## src/design/srdt_consts.svh

```systemverilog
`ifndef SRDT_CONSTS_SVH
`define SRDT_CONSTS_SVH

// ----------------------------------------------------------------------------
// I/O ports and register indices
// ----------------------------------------------------------------------------
`define SRDT_PORT_INDEX        16'h0022
`define SRDT_PORT_DATA         16'h0023
`define SRDT_IDX_SHADOW_AB     8'hb6
`define SRDT_IDX_SHADOW_CD     8'hb7
`define SRDT_IDX_RESERVED      8'hb8
`define SRDT_IDX_DRAM_TYPE     8'hb9

// ----------------------------------------------------------------------------
// Reset values
// ----------------------------------------------------------------------------
`define SRDT_RST_SHADOW        8'h00
`define SRDT_RST_DRAM_TYPE     8'h02
`define SRDT_RST_INDEX         8'h00
`define SRDT_READ_ZERO         8'h00

// ----------------------------------------------------------------------------
// Field positions of the memory-type register
// ----------------------------------------------------------------------------
`define SRDT_BIT_FAST_TIMEOUT  0
`define SRDT_BIT_LONG_PRECH    1
`define SRDT_CODE_MSB          7
`define SRDT_CODE_LSB          2

// ----------------------------------------------------------------------------
// Precharge lengths in double-rate clock cycles, loaded as length minus one
// ----------------------------------------------------------------------------
`define SRDT_PRECH_LONG_M1     3'h4
`define SRDT_PRECH_SHORT_M1    3'h2
`define SRDT_CNT_ZERO          3'h0
`define SRDT_CNT_ONE           3'h1

// ----------------------------------------------------------------------------
// Bank population codes, bits 7 to 2
// ----------------------------------------------------------------------------
`define SRDT_CODE_A            6'h20
`define SRDT_CODE_B            6'h28
`define SRDT_CODE_C            6'h2c
`define SRDT_CODE_D            6'h2d
`define SRDT_CODE_E            6'h2e
`define SRDT_CODE_F            6'h2f
`define SRDT_CODE_G            6'h18
`define SRDT_CODE_H            6'h30
`define SRDT_CODE_I            6'h38
`define SRDT_CODE_J            6'h3e
`define SRDT_CODE_K            6'h3f
`define SRDT_BANKS_NONE        4'h0
`define SRDT_BANKS_1           4'h1
`define SRDT_BANKS_2           4'h3
`define SRDT_BANKS_3           4'h7
`define SRDT_BANKS_4           4'hf
`define SRDT_MB_B0             4'h1
`define SRDT_MB_B1             4'h2
`define SRDT_MB_B01            4'h3
`define SRDT_MB_B2             4'h4
`define SRDT_MB_B012           4'h7
`define SRDT_MB_B23            4'hc

`endif

```

## src/design/srdt_pkg.sv

```systemverilog
package srdt_pkg;

  // --------------------------------------------------------------------------
  // Types
  // --------------------------------------------------------------------------
  typedef logic [7:0]  srdt_byte_type;
  typedef logic [15:0] srdt_addr_type;
  typedef logic [15:0] srdt_seg_type;
  typedef logic [3:0]  srdt_bank_type;

  // Precharge sequencer states, one-hot.
  typedef enum logic [2:0] {
    SRDT_ST_WAIT  = 3'b001,
    SRDT_ST_PRECH = 3'b010,
    SRDT_ST_HOLD  = 3'b100
  } srdt_state_type;

endpackage : srdt_pkg

```

## src/design/srdt_regs.sv

```systemverilog
`include "srdt_consts.svh"

// Function
// [RULE_01] Index written at port 22H selects register; data moves through port 23H.
// [RULE_02] Each data-port access consumes the index; software rewrites it every time.
// [RULE_03] Reserved bits reset to zero and read as zero.
// [RULE_04] Shadow A/B register bits 0-3 enable B0000H-BFFFFH segments ascending.
// [RULE_05] Shadow A/B register bits 4-7 enable A0000H-AFFFFH segments ascending.
// [RULE_06] Shadow C/D register bits 0-3 enable C0000H-CFFFFH segments ascending.
// [RULE_07] Shadow C/D register bits 4-7 enable D0000H-DFFFFH segments ascending.
// [RULE_08] Segment enables reset to zero; one enables shadow RAM.
// [RULE_09] Reserved register at B8H has no function.
// [RULE_10] Memory-type bit 0 set precharges row strobe in I/O and idle cycles.
// [RULE_11] Bit 0 resets to zero; then no precharge happens.
// [RULE_12] Bit 1 picks five cycles when one, three when zero; resets to one.
// [RULE_13] Bits 7-2 encode bank population and part size; others unsupported.
module srdt_regs
  import srdt_pkg::*;
(
  input  wire logic                   CLK,            // Double-rate CPU clock.
  input  wire logic                   NRST,           // Asynchronous reset, low.
  input  wire srdt_pkg::srdt_addr_type IO_ADDR,       // I/O address.
  input  wire logic                   IO_WR,          // I/O write strobe, one cycle.
  input  wire logic                   IO_RD,          // I/O read strobe, one cycle.
  input  wire srdt_pkg::srdt_byte_type IO_WDATA,      // I/O write data.
  input  wire logic                   CYC_IO,         // Current cycle is an I/O cycle.
  input  wire logic                   CYC_IDLE,       // Current cycle is an idle cycle.
  output srdt_pkg::srdt_byte_type     IO_RDATA,       // Read data, held.
  output logic                        IO_RVALID,      // Read data valid, one cycle.
  output srdt_pkg::srdt_seg_type      SHADOW_EN,      // Segment enables, A0000H upward.
  output logic                        RAS_PRECHARGE,  // Row-strobe precharge request.
  output srdt_pkg::srdt_bank_type     BANK_PRESENT,   // Populated banks.
  output srdt_pkg::srdt_bank_type     BANK_1MB,       // Banks with 1Mb parts.
  output logic                        TYPE_VALID      // Bank code is supported.
);
  import srdt_pkg::*;

  // --------------------------------------------------------------------------
  // Declarations
  // --------------------------------------------------------------------------
  srdt_byte_type  index;
  logic           index_valid;
  srdt_byte_type  shadow_ab;
  srdt_byte_type  shadow_cd;
  srdt_byte_type  dram_type;
  srdt_byte_type  next_index;
  logic           next_index_valid;
  srdt_byte_type  next_shadow_ab;
  srdt_byte_type  next_shadow_cd;
  srdt_byte_type  next_dram_type;
  srdt_byte_type  next_rdata;
  logic           next_rvalid;
  srdt_state_type state;
  srdt_state_type next_state;
  logic [2:0]     count;
  logic [2:0]     next_count;
  logic           cyc_prev;
  logic           next_prech;
  srdt_bank_type  dec_present;
  srdt_bank_type  dec_one_mb;
  logic           dec_valid;
  logic           wr_index;
  logic           wr_data;
  logic           rd_index;
  logic           rd_data;
  logic           fast_en;
  logic           long_prech;
  logic           cyc_rise;

  // --------------------------------------------------------------------------
  // Port decode
  // --------------------------------------------------------------------------

  // Tells whether the bus address hits the given port.
  function automatic logic port_hit(input srdt_addr_type a, input srdt_addr_type p);
    return a == p;
  endfunction : port_hit

  // Strobes qualified by port address.
  assign wr_index = IO_WR && port_hit(IO_ADDR, `SRDT_PORT_INDEX); // RULE_01
  assign wr_data  = IO_WR && port_hit(IO_ADDR, `SRDT_PORT_DATA);  // RULE_01
  assign rd_index = IO_RD && port_hit(IO_ADDR, `SRDT_PORT_INDEX);
  assign rd_data  = IO_RD && port_hit(IO_ADDR, `SRDT_PORT_DATA);

  // --------------------------------------------------------------------------
  // Register file
  // --------------------------------------------------------------------------

  // Next values of index, registers and read data.
  always_comb begin
    next_index       = index;
    next_index_valid = index_valid;
    next_shadow_ab   = shadow_ab;
    next_shadow_cd   = shadow_cd;
    next_dram_type   = dram_type;
    next_rdata       = IO_RDATA;
    next_rvalid      = 1'b0;
    if (wr_index) begin
      next_index       = IO_WDATA; // RULE_01
      next_index_valid = 1'b1;
    end else if ((wr_data || rd_data) && index_valid) begin
      next_index_valid = 1'b0; // RULE_02
    end
    if (wr_data && index_valid) begin
      if (index == `SRDT_IDX_SHADOW_AB) begin
        next_shadow_ab = IO_WDATA; // RULE_04 RULE_05
      end else if (index == `SRDT_IDX_SHADOW_CD) begin
        next_shadow_cd = IO_WDATA; // RULE_06 RULE_07
      end else if (index == `SRDT_IDX_DRAM_TYPE) begin
        next_dram_type = IO_WDATA;
      end
    end
    if (rd_index) begin
      next_rvalid = 1'b1;
      next_rdata  = index;
    end else if (rd_data) begin
      next_rvalid = 1'b1;
      next_rdata  = `SRDT_READ_ZERO; // RULE_03 RULE_09
      if (!index_valid) begin
        next_rdata = `SRDT_READ_ZERO; // RULE_02
      end else if (index == `SRDT_IDX_SHADOW_AB) begin
        next_rdata = shadow_ab;
      end else if (index == `SRDT_IDX_SHADOW_CD) begin
        next_rdata = shadow_cd;
      end else if (index == `SRDT_IDX_DRAM_TYPE) begin
        next_rdata = dram_type;
      end
    end
  end

  // Registers the register file; all state has a defined reset value.
  always_ff @(posedge CLK or negedge NRST) begin
    if (!NRST) begin
      index       <= `SRDT_RST_INDEX;
      index_valid <= 1'b0;
      shadow_ab   <= `SRDT_RST_SHADOW; // RULE_08
      shadow_cd   <= `SRDT_RST_SHADOW; // RULE_08
      dram_type   <= `SRDT_RST_DRAM_TYPE; // RULE_11 RULE_12
      IO_RDATA    <= `SRDT_READ_ZERO;
      IO_RVALID   <= 1'b0;
    end else begin
      index       <= next_index;
      index_valid <= next_index_valid;
      shadow_ab   <= next_shadow_ab;
      shadow_cd   <= next_shadow_cd;
      dram_type   <= next_dram_type;
      IO_RDATA    <= next_rdata;
      IO_RVALID   <= next_rvalid;
    end
  end

  // --------------------------------------------------------------------------
  // Shadow segment map
  // --------------------------------------------------------------------------

  // Segments ascend from A0000H; the A/B register holds the B area low.
  assign SHADOW_EN[3:0]   = shadow_ab[7:4]; // RULE_05
  assign SHADOW_EN[7:4]   = shadow_ab[3:0]; // RULE_04
  assign SHADOW_EN[15:8]  = shadow_cd;      // RULE_06 RULE_07

  // --------------------------------------------------------------------------
  // Row-strobe precharge sequencer
  // --------------------------------------------------------------------------
  assign fast_en    = dram_type[`SRDT_BIT_FAST_TIMEOUT];
  assign long_prech = dram_type[`SRDT_BIT_LONG_PRECH];
  assign cyc_rise   = (CYC_IO || CYC_IDLE) && !cyc_prev;

  // Starts a timed precharge when an I/O or idle cycle begins.
  always_comb begin
    next_state = state;
    next_count = count;
    case (state)
      SRDT_ST_WAIT: begin
        if (fast_en && cyc_rise) begin
          next_state = SRDT_ST_PRECH; // RULE_10
          next_count = long_prech ? `SRDT_PRECH_LONG_M1 : `SRDT_PRECH_SHORT_M1; // RULE_12
        end
      end
      SRDT_ST_PRECH: begin
        if (!fast_en) begin
          next_state = SRDT_ST_WAIT; // RULE_11
        end else if (count == `SRDT_CNT_ZERO) begin
          next_state = (CYC_IO || CYC_IDLE) ? SRDT_ST_HOLD : SRDT_ST_WAIT;
        end else begin
          next_count = count - `SRDT_CNT_ONE;
        end
      end
      SRDT_ST_HOLD: begin
        if (!(CYC_IO || CYC_IDLE) || !fast_en) begin
          next_state = SRDT_ST_WAIT;
        end
      end
      default: begin
        next_state = SRDT_ST_WAIT;
      end
    endcase
    next_prech = (next_state == SRDT_ST_PRECH); // RULE_10 RULE_11
  end

  // Registers the sequencer and its output.
  always_ff @(posedge CLK or negedge NRST) begin
    if (!NRST) begin
      state         <= SRDT_ST_WAIT;
      count         <= `SRDT_CNT_ZERO;
      cyc_prev      <= 1'b0;
      RAS_PRECHARGE <= 1'b0;
    end else begin
      state         <= next_state;
      count         <= next_count;
      cyc_prev      <= CYC_IO || CYC_IDLE;
      RAS_PRECHARGE <= next_prech;
    end
  end

  // --------------------------------------------------------------------------
  // Bank population decode
  // --------------------------------------------------------------------------

  // Table lookup of the bank code.
  srdt_decode u_decode (
    .code    (dram_type[`SRDT_CODE_MSB:`SRDT_CODE_LSB]),
    .present (dec_present),
    .one_mb  (dec_one_mb),
    .valid   (dec_valid)
  );

  // Registers the decoded bank information.
  always_ff @(posedge CLK or negedge NRST) begin
    if (!NRST) begin
      BANK_PRESENT <= `SRDT_BANKS_NONE;
      BANK_1MB     <= `SRDT_BANKS_NONE;
      TYPE_VALID   <= 1'b0;
    end else begin
      BANK_PRESENT <= dec_present; // RULE_13
      BANK_1MB     <= dec_one_mb;
      TYPE_VALID   <= dec_valid;
    end
  end

  // --------------------------------------------------------------------------
  // Assertions
  // --------------------------------------------------------------------------
  property p_index_write;
    @(posedge CLK) disable iff (!NRST)
      wr_index |=> index == $past(IO_WDATA) && index_valid;
  endproperty
  a_index_write: assert property (p_index_write) // RULE_01
    else $error("Index write not captured.");

  property p_index_consumed;
    @(posedge CLK) disable iff (!NRST)
      (wr_data || rd_data) && index_valid && !wr_index |=> !index_valid;
  endproperty
  a_index_consumed: assert property (p_index_consumed) // RULE_02
    else $error("Data access did not consume the index.");

  property p_no_index_no_write;
    @(posedge CLK) disable iff (!NRST)
      wr_data && !index_valid |=> $stable(shadow_ab) && $stable(shadow_cd) && $stable(dram_type);
  endproperty
  a_no_index_no_write: assert property (p_no_index_no_write) // RULE_02
    else $error("Data write without index changed a register.");

  property p_reserved_zero;
    @(posedge CLK) disable iff (!NRST)
      rd_data && index_valid && index == `SRDT_IDX_RESERVED
      |=> IO_RVALID && IO_RDATA == `SRDT_READ_ZERO;
  endproperty
  a_reserved_zero: assert property (p_reserved_zero) // RULE_09
    else $error("Reserved register did not read zero.");

  property p_ab_map;
    @(posedge CLK) disable iff (!NRST)
      wr_data && index_valid && index == `SRDT_IDX_SHADOW_AB
      |=> SHADOW_EN[7:0] == {$past(IO_WDATA[3:0]), $past(IO_WDATA[7:4])};
  endproperty
  a_ab_map: assert property (p_ab_map) // RULE_04
    else $error("A/B area segment map wrong.");

  property p_cd_map;
    @(posedge CLK) disable iff (!NRST)
      wr_data && index_valid && index == `SRDT_IDX_SHADOW_CD |=> SHADOW_EN[15:8] == $past(IO_WDATA);
  endproperty
  a_cd_map: assert property (p_cd_map) // RULE_06
    else $error("C/D area segment map wrong.");

  property p_prech_start;
    @(posedge CLK) disable iff (!NRST)
      state == SRDT_ST_WAIT && fast_en && cyc_rise |=> RAS_PRECHARGE;
  endproperty
  a_prech_start: assert property (p_prech_start) // RULE_10
    else $error("Precharge did not start.");

  property p_prech_off;
    @(posedge CLK) disable iff (!NRST)
      !fast_en |=> !RAS_PRECHARGE;
  endproperty
  a_prech_off: assert property (p_prech_off) // RULE_11
    else $error("Precharge while disabled.");

  property p_prech_long;
    @(posedge CLK) disable iff (!NRST)
      $rose(RAS_PRECHARGE) && $past(long_prech) ##0 fast_en[*5]
      |-> RAS_PRECHARGE && $past(RAS_PRECHARGE) && $past(RAS_PRECHARGE, 2)
          && $past(RAS_PRECHARGE, 3) ##1 !RAS_PRECHARGE;
  endproperty
  a_prech_long: assert property (p_prech_long) // RULE_12
    else $error("Long precharge not five cycles.");

  property p_prech_short;
    @(posedge CLK) disable iff (!NRST)
      $rose(RAS_PRECHARGE) && !$past(long_prech) ##0 fast_en[*3]
      |-> RAS_PRECHARGE && $past(RAS_PRECHARGE) ##1 !RAS_PRECHARGE;
  endproperty
  a_prech_short: assert property (p_prech_short) // RULE_12
    else $error("Short precharge not three cycles.");

  property p_bank_follow;
    @(posedge CLK) disable iff (!NRST)
      1'b1 |=> BANK_PRESENT == $past(dec_present) && TYPE_VALID == $past(dec_valid)
               && BANK_1MB == $past(dec_one_mb)
               && (BANK_1MB & ~BANK_PRESENT) == `SRDT_BANKS_NONE;
  endproperty
  a_bank_follow: assert property (p_bank_follow) // RULE_13
    else $error("Bank outputs do not follow code.");

endmodule : srdt_regs

```

## src/design/srdt_decode.sv

```systemverilog
`include "srdt_consts.svh"

module srdt_decode
  import srdt_pkg::*;
(
  input  wire logic [5:0]    code,      // Bank code, bits 7 to 2.
  output srdt_bank_type      present,   // Populated banks.
  output srdt_bank_type      one_mb,    // Banks using 1Mb parts.
  output logic               valid      // Code is a listed one.
);

  // --------------------------------------------------------------------------
  // Code table
  // --------------------------------------------------------------------------

  // Maps a bank code onto valid, 1Mb flags and populated banks.
  function automatic logic [8:0] decode_code(input logic [5:0] c);
    logic [8:0] r;
    r = {1'b0, `SRDT_BANKS_NONE, `SRDT_BANKS_NONE};
    case (c)
      `SRDT_CODE_A: r = {1'b1, `SRDT_BANKS_NONE, `SRDT_BANKS_1};
      `SRDT_CODE_B: r = {1'b1, `SRDT_BANKS_NONE, `SRDT_BANKS_2};
      `SRDT_CODE_C: r = {1'b1, `SRDT_BANKS_NONE, `SRDT_BANKS_3};
      `SRDT_CODE_D: r = {1'b1, `SRDT_BANKS_NONE, `SRDT_BANKS_4};
      `SRDT_CODE_E: r = {1'b1, `SRDT_MB_B2, `SRDT_BANKS_3};
      `SRDT_CODE_F: r = {1'b1, `SRDT_MB_B23, `SRDT_BANKS_4};
      `SRDT_CODE_G: r = {1'b1, `SRDT_MB_B1, `SRDT_BANKS_2};
      `SRDT_CODE_H: r = {1'b1, `SRDT_MB_B0, `SRDT_BANKS_1};
      `SRDT_CODE_I: r = {1'b1, `SRDT_MB_B01, `SRDT_BANKS_2};
      `SRDT_CODE_J: r = {1'b1, `SRDT_MB_B012, `SRDT_BANKS_3};
      `SRDT_CODE_K: r = {1'b1, `SRDT_BANKS_4, `SRDT_BANKS_4};
      default:      r = {1'b0, `SRDT_BANKS_NONE, `SRDT_BANKS_NONE};
    endcase
    return r;
  endfunction : decode_code

  // Unlisted codes decode to no banks and a cleared valid flag.
  assign {valid, one_mb, present} = decode_code(code); // RULE_13

endmodule : srdt_decode

```

## config.mk

```make
export PLATFORM = sky130hd
export DESIGN_NAME = srdt_regs
export DESIGN_NICKNAME = d
export VERILOG_FILES = /design/src/design/srdt_pkg.sv /design/src/design/srdt_regs.sv /design/src/design/srdt_decode.sv
export VERILOG_INCLUDE_DIRS = /design/src /design/src/design
export SDC_FILE = /design/constraint.sdc
export NUM_CORES = 1
export LEC_CHECK = 0
export ABC_AREA = 0
export BUFFER_PORTS_ARGS = -buffer_cell sky130_fd_sc_hd__buf_2
export CORE_ASPECT_RATIO = 0.6
export CORE_UTILIZATION = 45
export CTS_CLUSTER_SIZE = 40
export DETAILED_ROUTE_END_ITERATION = 8
export PLACE_DENSITY = 0.79
export SLEW_MARGIN = 20
export SYNTH_ARGS = -nofsm -noshare
export SYNTH_HDL_FRONTEND = slang
export SYNTH_HIERARCHICAL = 1
export SYNTH_SLANG_ARGS = --single-unit
export TNS_END_PERCENT = 1
```

## constraint.sdc

```tcl
create_clock -name CLK -period 1.9 [get_ports CLK]
set_clock_uncertainty 0.2 [all_clocks]
set_input_delay 0.285 -clock CLK [delete_from_list [all_inputs] [get_ports CLK]]
set_output_delay 0.285 -clock CLK [all_outputs]
set_load 0.02 [all_outputs]
```

==> results_tabular.tex, run 1 <==
\begin{tabular}{lr}
\hline
Metric & Value \\
\hline
\multicolumn{2}{l}{\textbf{Synth}} \\
Yosys cell types & 46 \\
Simple-gate share of the synthesized area & 0.163 \\
Netlist Area Pre-Place & approximately 0.0028 mm2 \\
Combinational family with the most area after synthesis & simple AND/OR/NAND/NOR gates \\
Asr flop ratio synth & 1.00 \\
Share of synthesized area occupied by flip-flops and latches & 0.533 \\
Adder-Cell Fraction of Synth Area & 0.00903 \\
Syn Inst Count & $\sim$220 \\
FF+latch count, synth & 59 \\
Area share of xor/xnor cells in the synthesized design & 0 \\
Multiplexer fraction of the synthesized cell area & 0.162 \\
Commonest register cell after synthesis & dfrtp\_1 \\
EDFF count, synth & 0 \\
Syn\_area\_per\_cell & between 10 and 15 um2 \\
Area fraction in compound gates after synthesis & 0.116 \\
Post-Syn Nets & roughly 260 \\
Warning count from the yosys run & 6 \\
\multicolumn{2}{l}{\textbf{Drt}} \\
Antenna viol nets, final & 0 \\
DRT Pass-1 Iters & 4 \\
Total via count after detailed routing & roughly 2200 \\
Detailed router's first-iteration violation count & 119 \\
Total detailed-routing wirelength & around 6.3 mm \\
Per-cell routed wire length & $\sim$16 um \\
Post-detailed-route DRC marker count & 0 \\
Vias per Instance & 5.44 \\
\multicolumn{2}{l}{\textbf{Pwr}} \\
Combinational power share & 0.038 \\
Leakage power total & roughly 1.9 nW \\
Cell-internal power & 2.03 mW \\
Switching share of total power & 0.208 \\
Switching pwr & about 0.53 mW \\
Peak supply drop & between 300 and 400 uV \\
Relative contribution of sequential cells to total power & 0.491 \\
Fraction of power consumed by the clock network & 0.471 \\
Areal power density over the cells & approximately 700 mW/mm2 \\
\multicolumn{2}{l}{\textbf{Finish}} \\
Fill cells & $\sim$450 \\
Number of inserted diodes & 0 \\
Final design utilization & 0.632 \\
Non-Filler Instances & 400 \\
Most frequent cells in the layout & buf\_2 (64), dfrtp\_1 (55), mux2\_2 (38) \\
Fraction of layout cells with a size suffix above 1 & 0.516 \\
Area growth syn-to-layout & 31.1\% \\
Final non-filler cell area & approximately 0.0036 mm2 \\
Area taken by flip-flops and latches & between 0.001 and 0.0015 mm2 \\
Most common cell after layout, fill and taps aside & buf\_2 \\
Total Nets Final & 347 \\
Total area of multi-input combinational cells & about 0.0013 mm2 \\
\multicolumn{2}{l}{\textbf{Clock network}} \\
CTS Sinks & between 50 and 60 \\
Clock tree from TritonCTS & done \\
Bufs on Longest Clock Path & 2 \\
Clock tree root buffer cell & clkbuf\_8 \\
Worst skew pair latency & approximately 0.34 ns \\
Clock edge transition at the registers on the reported setup and hold paths & 0.06 ns \\
Number of buffers created by CTS & 9 \\
\# H-tree levels & 3 \\
\multicolumn{2}{l}{\textbf{Critical path}} \\
CP Capture Type & register \\
Critical path arrival & around 1.9 ns \\
Maximum fanout along the worst path & 8 \\
Startpoint type of the worst setup path & register \\
Master of the slowest instance on the critical path & dfrtp\_1 \\
Delay contributed by the slowest stage of the critical path & around 0.47 ns \\
Category of the most critical setup path & register to register \\
CP cell instances & nor4bb\_4, nor2b\_2, buf\_6, mux2\_2 \\
Endpoint required time on the critical path & roughly 1.9 ns \\
\multicolumn{2}{l}{\textbf{Placement}} \\
PortBufs & 64 \\
Cell area after placement & between 0.003 and 0.004 mm2 \\
Worst slack, placed & -0.258 ns \\
Detailed placement HPWL & 4.77 mm \\
Placer Congestion & 0.805 \\
Number of placed instances, taps included & $\sim$380 \\
\multicolumn{2}{l}{\textbf{STA}} \\
Final setup violation count & 0 \\
Peak Freq & $\sim$0.54 GHz \\
Aggregate negative setup slack & 0 ns \\
Final hold violation count & 0 \\
Transition time at the pin with the least slew margin & 0.475 ns \\
Crit share post-route & 0.978 \\
PnR worst setup slack & 0.0413 ns \\
Max-Slew Margin vs Limit & 0.683 \\
Final slew viol count & 0 \\
Unrepaired setup endpoints after global routing & yes \\
Final period demand of the worst path & 1.86 ns \\
\multicolumn{2}{l}{\textbf{Die}} \\
Std cell rows & 21 \\
Die boundary width & 103 um \\
Core footprint & roughly 0.0058 mm2 \\
Die Y-Extent & $\sim$63 um \\
Total I/O pin count & between 60 and 70 \\
Overall die area & roughly 0.0065 mm2 \\
Starting utilization of the core area & 0.482 \\
\multicolumn{2}{l}{\textbf{GRT}} \\
Total grt overflow & 0 \\
Total track usage & 0.225 \\
Initial antenna violation count & 0 \\
Maximum number of pins on one net before global-route repair & 29 \\
First-pass GRT wire length & approximately 11 mm \\
Vias in the first global route & about 2200 \\
\multicolumn{2}{l}{\textbf{Flow run}} \\
Number of max-capacitance violations reported & 0 \\
\multicolumn{2}{l}{\textbf{Status}} \\
Result of the run & finished, final reports clean \\
\multicolumn{2}{l}{\textbf{Worst hold path}} \\
Worst hold path class & input pin to register \\
\hline
\end{tabular}
-- worst paths after layout --
path	startpoint	endpoint	slack [ns]	cells past startpoint
setup / recovery	index[2]	dram_type[2]	0.04	4
hold / removal	IO_WDATA[3]	dram_type[3]	0.02	2
setup reg to reg	index[2]	dram_type[2]	0.04	4
hold reg to reg	count[0]	count[0]	0.28	1
max in group asynchronous	NRST	count[1]	0.73	3
min in group asynchronous	NRST	IO_RVALID	0.24	2
-- sequential cells by signal (all words and copies together) (netlist names) --
name           flops
count              3
BANK_1MB           4
cyc_prev           1
IO_RDATA           8
IO_RVALID          1
index              8
shadow_cd          8
shadow_ab          8
dram_type          8
RAS_PRECHARGE      1
BANK_PRESENT       4
state              3
index_valid        1
TYPE_VALID         1
-- worst max-delay path: cells and delay by family (launching register included) --
kind	cells	cell delay (ns)
DFF	1	0.47
buffers and inverters	1	0.16
and+or+nand+nor	2	0.59
muxes	1	0.33
-- metrics by stage --
stage,power [mW],hold slack [ns]
final,2.56,0.0187
after global routing,2.67,0.00858
after CTS,2.59,0.00359
after detailed placement,1.38,0.0679
after global placement,1.37,0.0618
after floorplan,1.29,-0.211
-- cell usage after synthesis (all sizes together), types with 2 or more instances --
cell type  number  area [um2]
nor2b          11        68.8
ha              2        25.0
o21ai          28         140
nor2            8        30.0
or3             3        23.8
nand2b          3        18.8
nand4           6        65.1
o2bb2ai         8        70.1
inv             5        18.8
nand3b          3        26.3
clkbuf          3        11.3
a21oi           7        42.5
and2            2        15.0
nand3           2        10.0
nor4bb          2        20.0
a31oi           2        12.5
nand2           6        22.5
a31o            2        17.5
and3            6        40.0
dfstp           2        52.6
nor4            2        42.5
mux2           39         439
nor3            2        21.3
dfrtp          57        1430
buf             3        17.5
-- logic make-up after synthesis --
logic type,after synthesis
AOI/OAI and AO/OA,51
adders and majority gates,2
buffers and inverters,11
DFF,59
muxes,40
and+or+nand+nor,60
-- layer usage --
metal / GRT usage / wire length [um] / vias to the layer above
met5: 0 / 0 / -
met4: 0.0792 / 74 / 0
met3: 0.0671 / 394 / 10
met2: 0.342 / 2910 / 79
met1: 0.305 / 2960 / 1075
li1: - / - / 1011
-- cell type report --
class / instances / share of cell area
clock buffer: 11 / 0.0361
tap: 80 / 0.0275
multi-input combinational: 153 / 0.352
clock inverter: 5 / 0.0213
inverter: 5 / 0.00516
sequential: 59 / 0.407
timing repair buffer: 87 / 0.150
-- repair_timing --
item | in CTS | in global routing
hold endpoints to repair | 18 | 0
setup endpoints to repair | 15 | 18
resized for setup | 3 | 17
hold buffers | 3 | 0
pin swaps | 0 | 1
buffers inserted | 0 | 2
-- power groups by stage --
stage,clock (mW),combinational (mW),sequential (mW)
2_1_floorplan,0,0.0131,1.28
3_3_place_gp,0,0.0930,1.28
3_5_place_dp,0,0.0950,1.28
4_1_cts,1.23,0.0999,1.26
5_1_grt,1.30,0.110,1.26
6_report,1.21,0.0979,1.26
Power figures use the tool's default switching activity.
==> inputs of run 2 (changes only) <==
==> constraint.sdc (replaced) <==
create_clock -name CLK -period 1.9 [get_ports CLK]
set_clock_uncertainty 0.2 [all_clocks]
set_input_delay 0.38 -clock CLK [delete_from_list [all_inputs] [get_ports CLK]]
set_output_delay 0.38 -clock CLK [all_outputs]
set_load 0.02 [all_outputs]
==> run 2 against run 1 <==
  * Critical endpoint unchanged
  * Global-route usage grew 0.17 points
  * Worst setup slack better by 0.027 ns
  * Wire length is 0.88% lower
  * Utilization is 0.43 points lower
  * Via count shrank 1.0%
  * Sequential share of layout area increased by 0.28 points
==> results_tabular.tex, run 2 (same netlist as run 1, synthesis figures left out) <==
\begin{tabular}{lr}
\hline
Metric & Value \\
\hline
\multicolumn{2}{l}{\textbf{Status}} \\
Result of the run & finished, final reports clean \\
\multicolumn{2}{l}{\textbf{Finish}} \\
Fraction of layout cells with a size suffix above 1 & 0.514 \\
Most common cell after layout, fill and taps aside & buf\_2 \\
Number of inserted diodes & 0 \\
Fill cells & 467 \\
Area growth syn-to-layout & 30.2\% \\
Total area of multi-input combinational cells & around 0.0013 mm2 \\
Final non-filler cell area & 0.00361 mm2 \\
Area taken by flip-flops and latches & 0.00148 mm2 \\
Most frequent cells in the layout & buf\_2 (64), dfrtp\_1 (55), mux2\_2 (38) \\
Non-Filler Instances & between 300 and 400 \\
Total Nets Final & 342 \\
\multicolumn{2}{l}{\textbf{Drt}} \\
Vias per Instance & $\sim$5.5 \\
DRT Pass-1 Iters & 4 \\
Detailed router's first-iteration violation count & just under 100 \\
Total via count after detailed routing & between 2000 and 2500 \\
Total detailed-routing wirelength & about 6.3 mm \\
Antenna viol nets, final & 0 \\
Post-detailed-route DRC marker count & 0 \\
Per-cell routed wire length & about 16 um \\
\multicolumn{2}{l}{\textbf{Flow run}} \\
Number of max-capacitance violations reported & 0 \\
\multicolumn{2}{l}{\textbf{Critical path}} \\
Critical path arrival & 1.85 ns \\
Category of the most critical setup path & register to register \\
Startpoint type of the worst setup path & register \\
CP Capture Type & register \\
Endpoint required time on the critical path & between 1.5 and 2 ns \\
Maximum fanout along the worst path & 8 \\
\multicolumn{2}{l}{\textbf{STA}} \\
Unrepaired setup endpoints after global routing & yes \\
Crit share post-route & 0.964 \\
Final slew viol count & 0 \\
Peak Freq & roughly 0.55 GHz \\
Max-Slew Margin vs Limit & 0.790 \\
Final period demand of the worst path & $\sim$1.8 ns \\
Transition time at the pin with the least slew margin & between 0.3 and 0.4 ns \\
Final setup violation count & 0 \\
Final hold violation count & 0 \\
Hold Worst Slack & a little over 0.09 ns \\
\multicolumn{2}{l}{\textbf{Clock network}} \\
CTS Sinks & just under 60 \\
Worst skew pair latency & 0.34 ns \\
Bufs on Longest Clock Path & 2 \\
Number of buffers created by CTS & 9 \\
\# H-tree levels & 3 \\
Clock edge transition at the registers on the reported setup and hold paths & around 0.070 ns \\
Clock tree root buffer cell & clkbuf\_8 \\
Clock tree from TritonCTS & done \\
\multicolumn{2}{l}{\textbf{Die}} \\
Core footprint & 0.00575 mm2 \\
Die Y-Extent & between 60 and 70 um \\
Std cell rows & 21 \\
Starting utilization of the core area & 0.482 \\
Overall die area & between 0.006 and 0.007 mm2 \\
Die boundary width & between 100 and 150 um \\
Total I/O pin count & 65 \\
\multicolumn{2}{l}{\textbf{Pwr}} \\
Combinational power share & 0.035 \\
Peak supply drop & 331 uV \\
Leakage power total & 1.86 nW \\
Fraction of power consumed by the clock network & 0.490 \\
Switching pwr & about 0.55 mW \\
Relative contribution of sequential cells to total power & 0.475 \\
Cell-internal power & around 2.1 mW \\
Areal power density over the cells & 734 mW/mm2 \\
Switching share of total power & 0.207 \\
\multicolumn{2}{l}{\textbf{Placement}} \\
Detailed placement HPWL & between 4 and 5 mm \\
Number of placed instances, taps included & between 300 and 400 \\
Cell area after placement & around 0.0033 mm2 \\
Placer Congestion & $\sim$0.80 \\
PortBufs & 64 \\
\multicolumn{2}{l}{\textbf{GRT}} \\
Maximum number of pins on one net before global-route repair & 60 \\
Vias in the first global route & 2176 \\
Initial antenna violation count & 0 \\
Total track usage & 0.227 \\
Total grt overflow & 0 \\
First-pass GRT wire length & around 11 mm \\
\multicolumn{2}{l}{\textbf{Worst hold path}} \\
Worst hold path class & input pin to register \\
\hline
\end{tabular}
[run 2: worst paths after layout]
kind / depth (start not counted) / from / end / slack [ns]
max: 5 / index[6] / dram_type[2] / 0.07
min in group asynchronous: 3 / NRST / shadow_ab[0] / 0.38
max in group asynchronous: 3 / NRST / dram_type[1] / 0.82
min: 2 / CYC_IO / cyc_prev / 0.09
max reg2reg: 5 / index[6] / dram_type[2] / 0.07
min reg2reg: 1 / count[0] / count[0] / 0.28
[run 2: power groups by stage]
stage | combinational [mW] | clock (mW) | sequential, mW
after floorplan | 0.0131 | 0 | 1.28
after global placement | 0.0915 | 0 | 1.28
after detailed placement | 0.0939 | 0 | 1.28
after CTS | 0.0954 | 1.33 | 1.26
after global routing | 0.106 | 1.39 | 1.26
final | 0.0940 | 1.30 | 1.26
[run 2: stage by stage]
step / setup slack (ns) / util / setup TNS (ns) / total power, mW
3_5_place_dp: -0.310 / 0.579 / -9.63 / 1.38
3_3_place_gp: -0.281 / 0.579 / -8.94 / 1.37
6_report: 0.0683 / 0.628 / 0 / 2.65
4_1_cts: 0.0125 / 0.624 / 0 / 2.68
2_1_floorplan: -0.191 / - / -4.28 / 1.29
5_1_grt: -0.0203 / 0.628 / -0.0203 / 2.75
[run 2: layout make-up]
cell class	count	share of cell area
Sequential cell	59	0.410
Multi-Input combinational cell	153	0.356
Timing Repair Buffer	82	0.138
Clock buffer	12	0.0430
Tap cell	80	0.0277
Clock inverter	4	0.0201
Inverter	5	0.00520
[run 2: routing by layer]
layer  up-vias  part of all wire  wire, um  GRT usage
met5         -                 0         0          0
met4         0            0.0081        51     0.0634
met3         5             0.056       351     0.0951
met2        57              0.44      2800      0.332
met1      1094              0.49      3090      0.307
li1        997                 -         -          -
[run 2: what timing repair did]
item                       4_1_cts  5_1_grt
gates resized for setup          3       17
hold buffers                     1        0
hold endpoints to repair        57        0
setup endpoints to repair        6       18
pin swaps                        0        1
buffers inserted                 0        0
gates cloned                     0        0
[run 2: critical path: stages, from the launching register on]
cell,delay [ns]
dfrtp_1,0.38
and4b_2,0.35
nand4_4,0.13
nor2b_1,0.14
buf_4,0.19
mux2_2,0.34
==> inputs of run 3 (changes only) <==
CORE_UTILIZATION = 30   (was 45)
PLACE_DENSITY = 0.59   (was 0.79)
REMOVE_ABC_BUFFERS = 1   (was not set)
==> run 3 against run 2 <==
  * Flip-flop and latch count unchanged
  * Clock power is 28% higher
  * First-iteration DRC count up 26%
  * Largest cell class unchanged
==> results_tabular.tex, run 3 (same netlist as run 1, synthesis figures left out) <==
\begin{tabular}{lr}
\hline
Metric & Value \\
\hline
\multicolumn{2}{l}{\textbf{Critical path}} \\
Category of the most critical setup path & register to register \\
Reg-to-reg slack, setup & between 0.015 and 0.02 ns \\
Critical path arrival & around 1.9 ns \\
CP cell instances & and4b\_1, buf\_6, nand4\_4, nor3\_4, buf\_12, mux2\_2 \\
Reg-to-reg endpoint & shadow\_cd[3] \\
Delay contributed by the slowest stage of the critical path & around 0.38 ns \\
Launching point of the worst reg2reg path & index[6] \\
Maximum fanout along the worst path & 8 \\
Master of the slowest instance on the critical path & dfrtp\_1 \\
Worst Reg2Reg Path Length in Cells & 6 \\
Startpoint type of the worst setup path & register \\
CP Capture Type & register \\
Endpoint required time on the critical path & about 1.9 ns \\
\multicolumn{2}{l}{\textbf{STA}} \\
Final period demand of the worst path & about 1.9 ns \\
Final setup violation count & 0 \\
PnR worst setup slack & approximately 0.019 ns \\
Transition time at the pin with the least slew margin & $\sim$0.35 ns \\
Max-Slew Margin vs Limit & 0.764 \\
Unrepaired setup endpoints after global routing & yes \\
Final hold violation count & 0 \\
Crit share post-route & 0.990 \\
Peak Freq & roughly 0.53 GHz \\
Final slew viol count & 0 \\
\multicolumn{2}{l}{\textbf{Finish}} \\
Total Nets Final & about 350 \\
Area taken by flip-flops and latches & about 0.0015 mm2 \\
Total area of multi-input combinational cells & approximately 0.0013 mm2 \\
Fill cells & 828 \\
Final design utilization & 0.434 \\
Area growth syn-to-layout & 36.4\% \\
Fraction of layout cells with a size suffix above 1 & 0.513 \\
Most common cell after layout, fill and taps aside & buf\_2 \\
Number of inserted diodes & 0 \\
Non-Filler Instances & $\sim$430 \\
Most frequent cells in the layout & buf\_2 (64), dfrtp\_1 (57), mux2\_2 (31) \\
\multicolumn{2}{l}{\textbf{Clock network}} \\
Number of buffers created by CTS & 9 \\
Clock tree root buffer cell & clkbuf\_16 \\
Bufs on Longest Clock Path & 2 \\
Count of buffers added by post-CTS timing repair for setup & 0 \\
Clock edge transition at the registers on the reported setup and hold paths & $\sim$0.05 ns \\
Worst skew pair latency & approximately 0.33 ns \\
Clock tree from TritonCTS & done \\
\# H-tree levels & 3 \\
CTS Sinks & between 50 and 60 \\
\multicolumn{2}{l}{\textbf{Pwr}} \\
Power consumption & between 3 and 4 mW \\
Relative contribution of sequential cells to total power & 0.417 \\
Leakage power total & 1.93 nW \\
Combinational power share & 0.032 \\
Areal power density over the cells & $\sim$800 mW/mm2 \\
Switching share of total power & 0.201 \\
Cell-internal power & approximately 2.4 mW \\
Peak supply drop & between 300 and 400 uV \\
Fraction of power consumed by the clock network & 0.550 \\
Switching pwr & 0.607 mW \\
\multicolumn{2}{l}{\textbf{Drt}} \\
Detailed router's first-iteration violation count & about 120 \\
DRT Pass-1 Iters & 4 \\
Antenna viol nets, final & 0 \\
Vias per Instance & roughly 4.9 \\
Post-detailed-route DRC marker count & 0 \\
Total detailed-routing wirelength & between 6 and 7 mm \\
Per-cell routed wire length & between 15 and 20 um \\
Total via count after detailed routing & 2126 \\
\multicolumn{2}{l}{\textbf{GRT}} \\
Maximum number of pins on one net before global-route repair & 46 \\
Initial antenna violation count & 0 \\
Total track usage & 0.156 \\
Total grt overflow & 0 \\
Vias in the first global route & 2047 \\
First-pass GRT wire length & roughly 11 mm \\
\multicolumn{2}{l}{\textbf{Worst hold path}} \\
Number of instances on the worst hold path & 2 \\
Origin of the worst min-delay path & CYC\_IO \\
Hold EP & cyc\_prev \\
Worst hold path class & input pin to register \\
\multicolumn{2}{l}{\textbf{Placement}} \\
Placer Congestion & between 0.8 and 0.9 \\
Worst slack, placed & -0.303 ns \\
Number of placed instances, taps included & between 400 and 500 \\
Detailed placement HPWL & 5.25 mm \\
PortBufs & 64 \\
\multicolumn{2}{l}{\textbf{Die}} \\
Total I/O pin count & 65 \\
Overall die area & just under 0.01 mm2 \\
Die Y-Extent & $\sim$76 um \\
Core footprint & about 0.0087 mm2 \\
Die boundary width & 126 um \\
Starting utilization of the core area & 0.318 \\
Std cell rows & 26 \\
\multicolumn{2}{l}{\textbf{Flow run}} \\
Number of max-capacitance violations reported & 0 \\
\multicolumn{2}{l}{\textbf{Status}} \\
Result of the run & finished, final reports clean \\
\hline
\end{tabular}
## run 3: area by class of cell
class | count | area share
Clock inverter | 4 | 0.0126
Sequential cell | 59 | 0.391
Multi-Input combinational cell | 153 | 0.341
Tap cell | 112 | 0.0371
Clock buffer | 12 | 0.0705
Inverter | 5 | 0.00496
Timing Repair Buffer | 87 | 0.143
## run 3: critical path: cells and delay by family (launching register included)
kind	cells	cell delay (ns)
buffers and inverters	2	0.28
flip-flops	1	0.38
multiplexers	1	0.33
AND/OR/NAND/NOR	3	0.57
## run 3: layer usage
metal  routed length (um)  vias up  track usage  share of wire
met5                    0        -            0              0
li1                     -     1016            -              -
met1                 3680     1053        0.225           0.53
met3                  311        5       0.0569          0.045
met4                   53        0       0.0602         0.0076
met2                 2900       52        0.208           0.42
## run 3: timing repair
action,in CTS,in global routing
endpoints found under the hold margin,14,0
setup endpoints to repair,1,32
gates resized for setup,1,18
hold buffers,1,0
pin swaps,0,1
## run 3: how the worst max path moves through the flow
stage	from	endpoint
finish	index[6]	shadow_cd[3]
global placement	IO_ADDR[9]	dram_type[0]
CTS	index[6]	dram_type[2]
detailed placement	IO_ADDR[9]	IO_RDATA[6]
global route	index[6]	shadow_cd[2]
floorplan	index[0]	dram_type[2]
## run 3: metrics by stage
step                      setup TNS, ns  cell area, um2  hold WS [ns]
after global routing             -0.580            3780         0.105
after floorplan                   -8.23            2740        -0.116
after CTS                             0            3740        0.0889
final                                 0            3780         0.101
after detailed placement          -8.75            3410         0.112
after global placement            -7.90            3410         0.101
## run 3: power by group through the flow
stage                     clock (mW)  sequential (mW)  combinational, mW
after floorplan                    0             1.28             0.0122
after global placement             0             1.28             0.0947
after detailed placement           0             1.28             0.0974
after CTS                       1.71             1.26             0.0991
after global routing            1.78             1.26              0.109
final                           1.66             1.26             0.0969
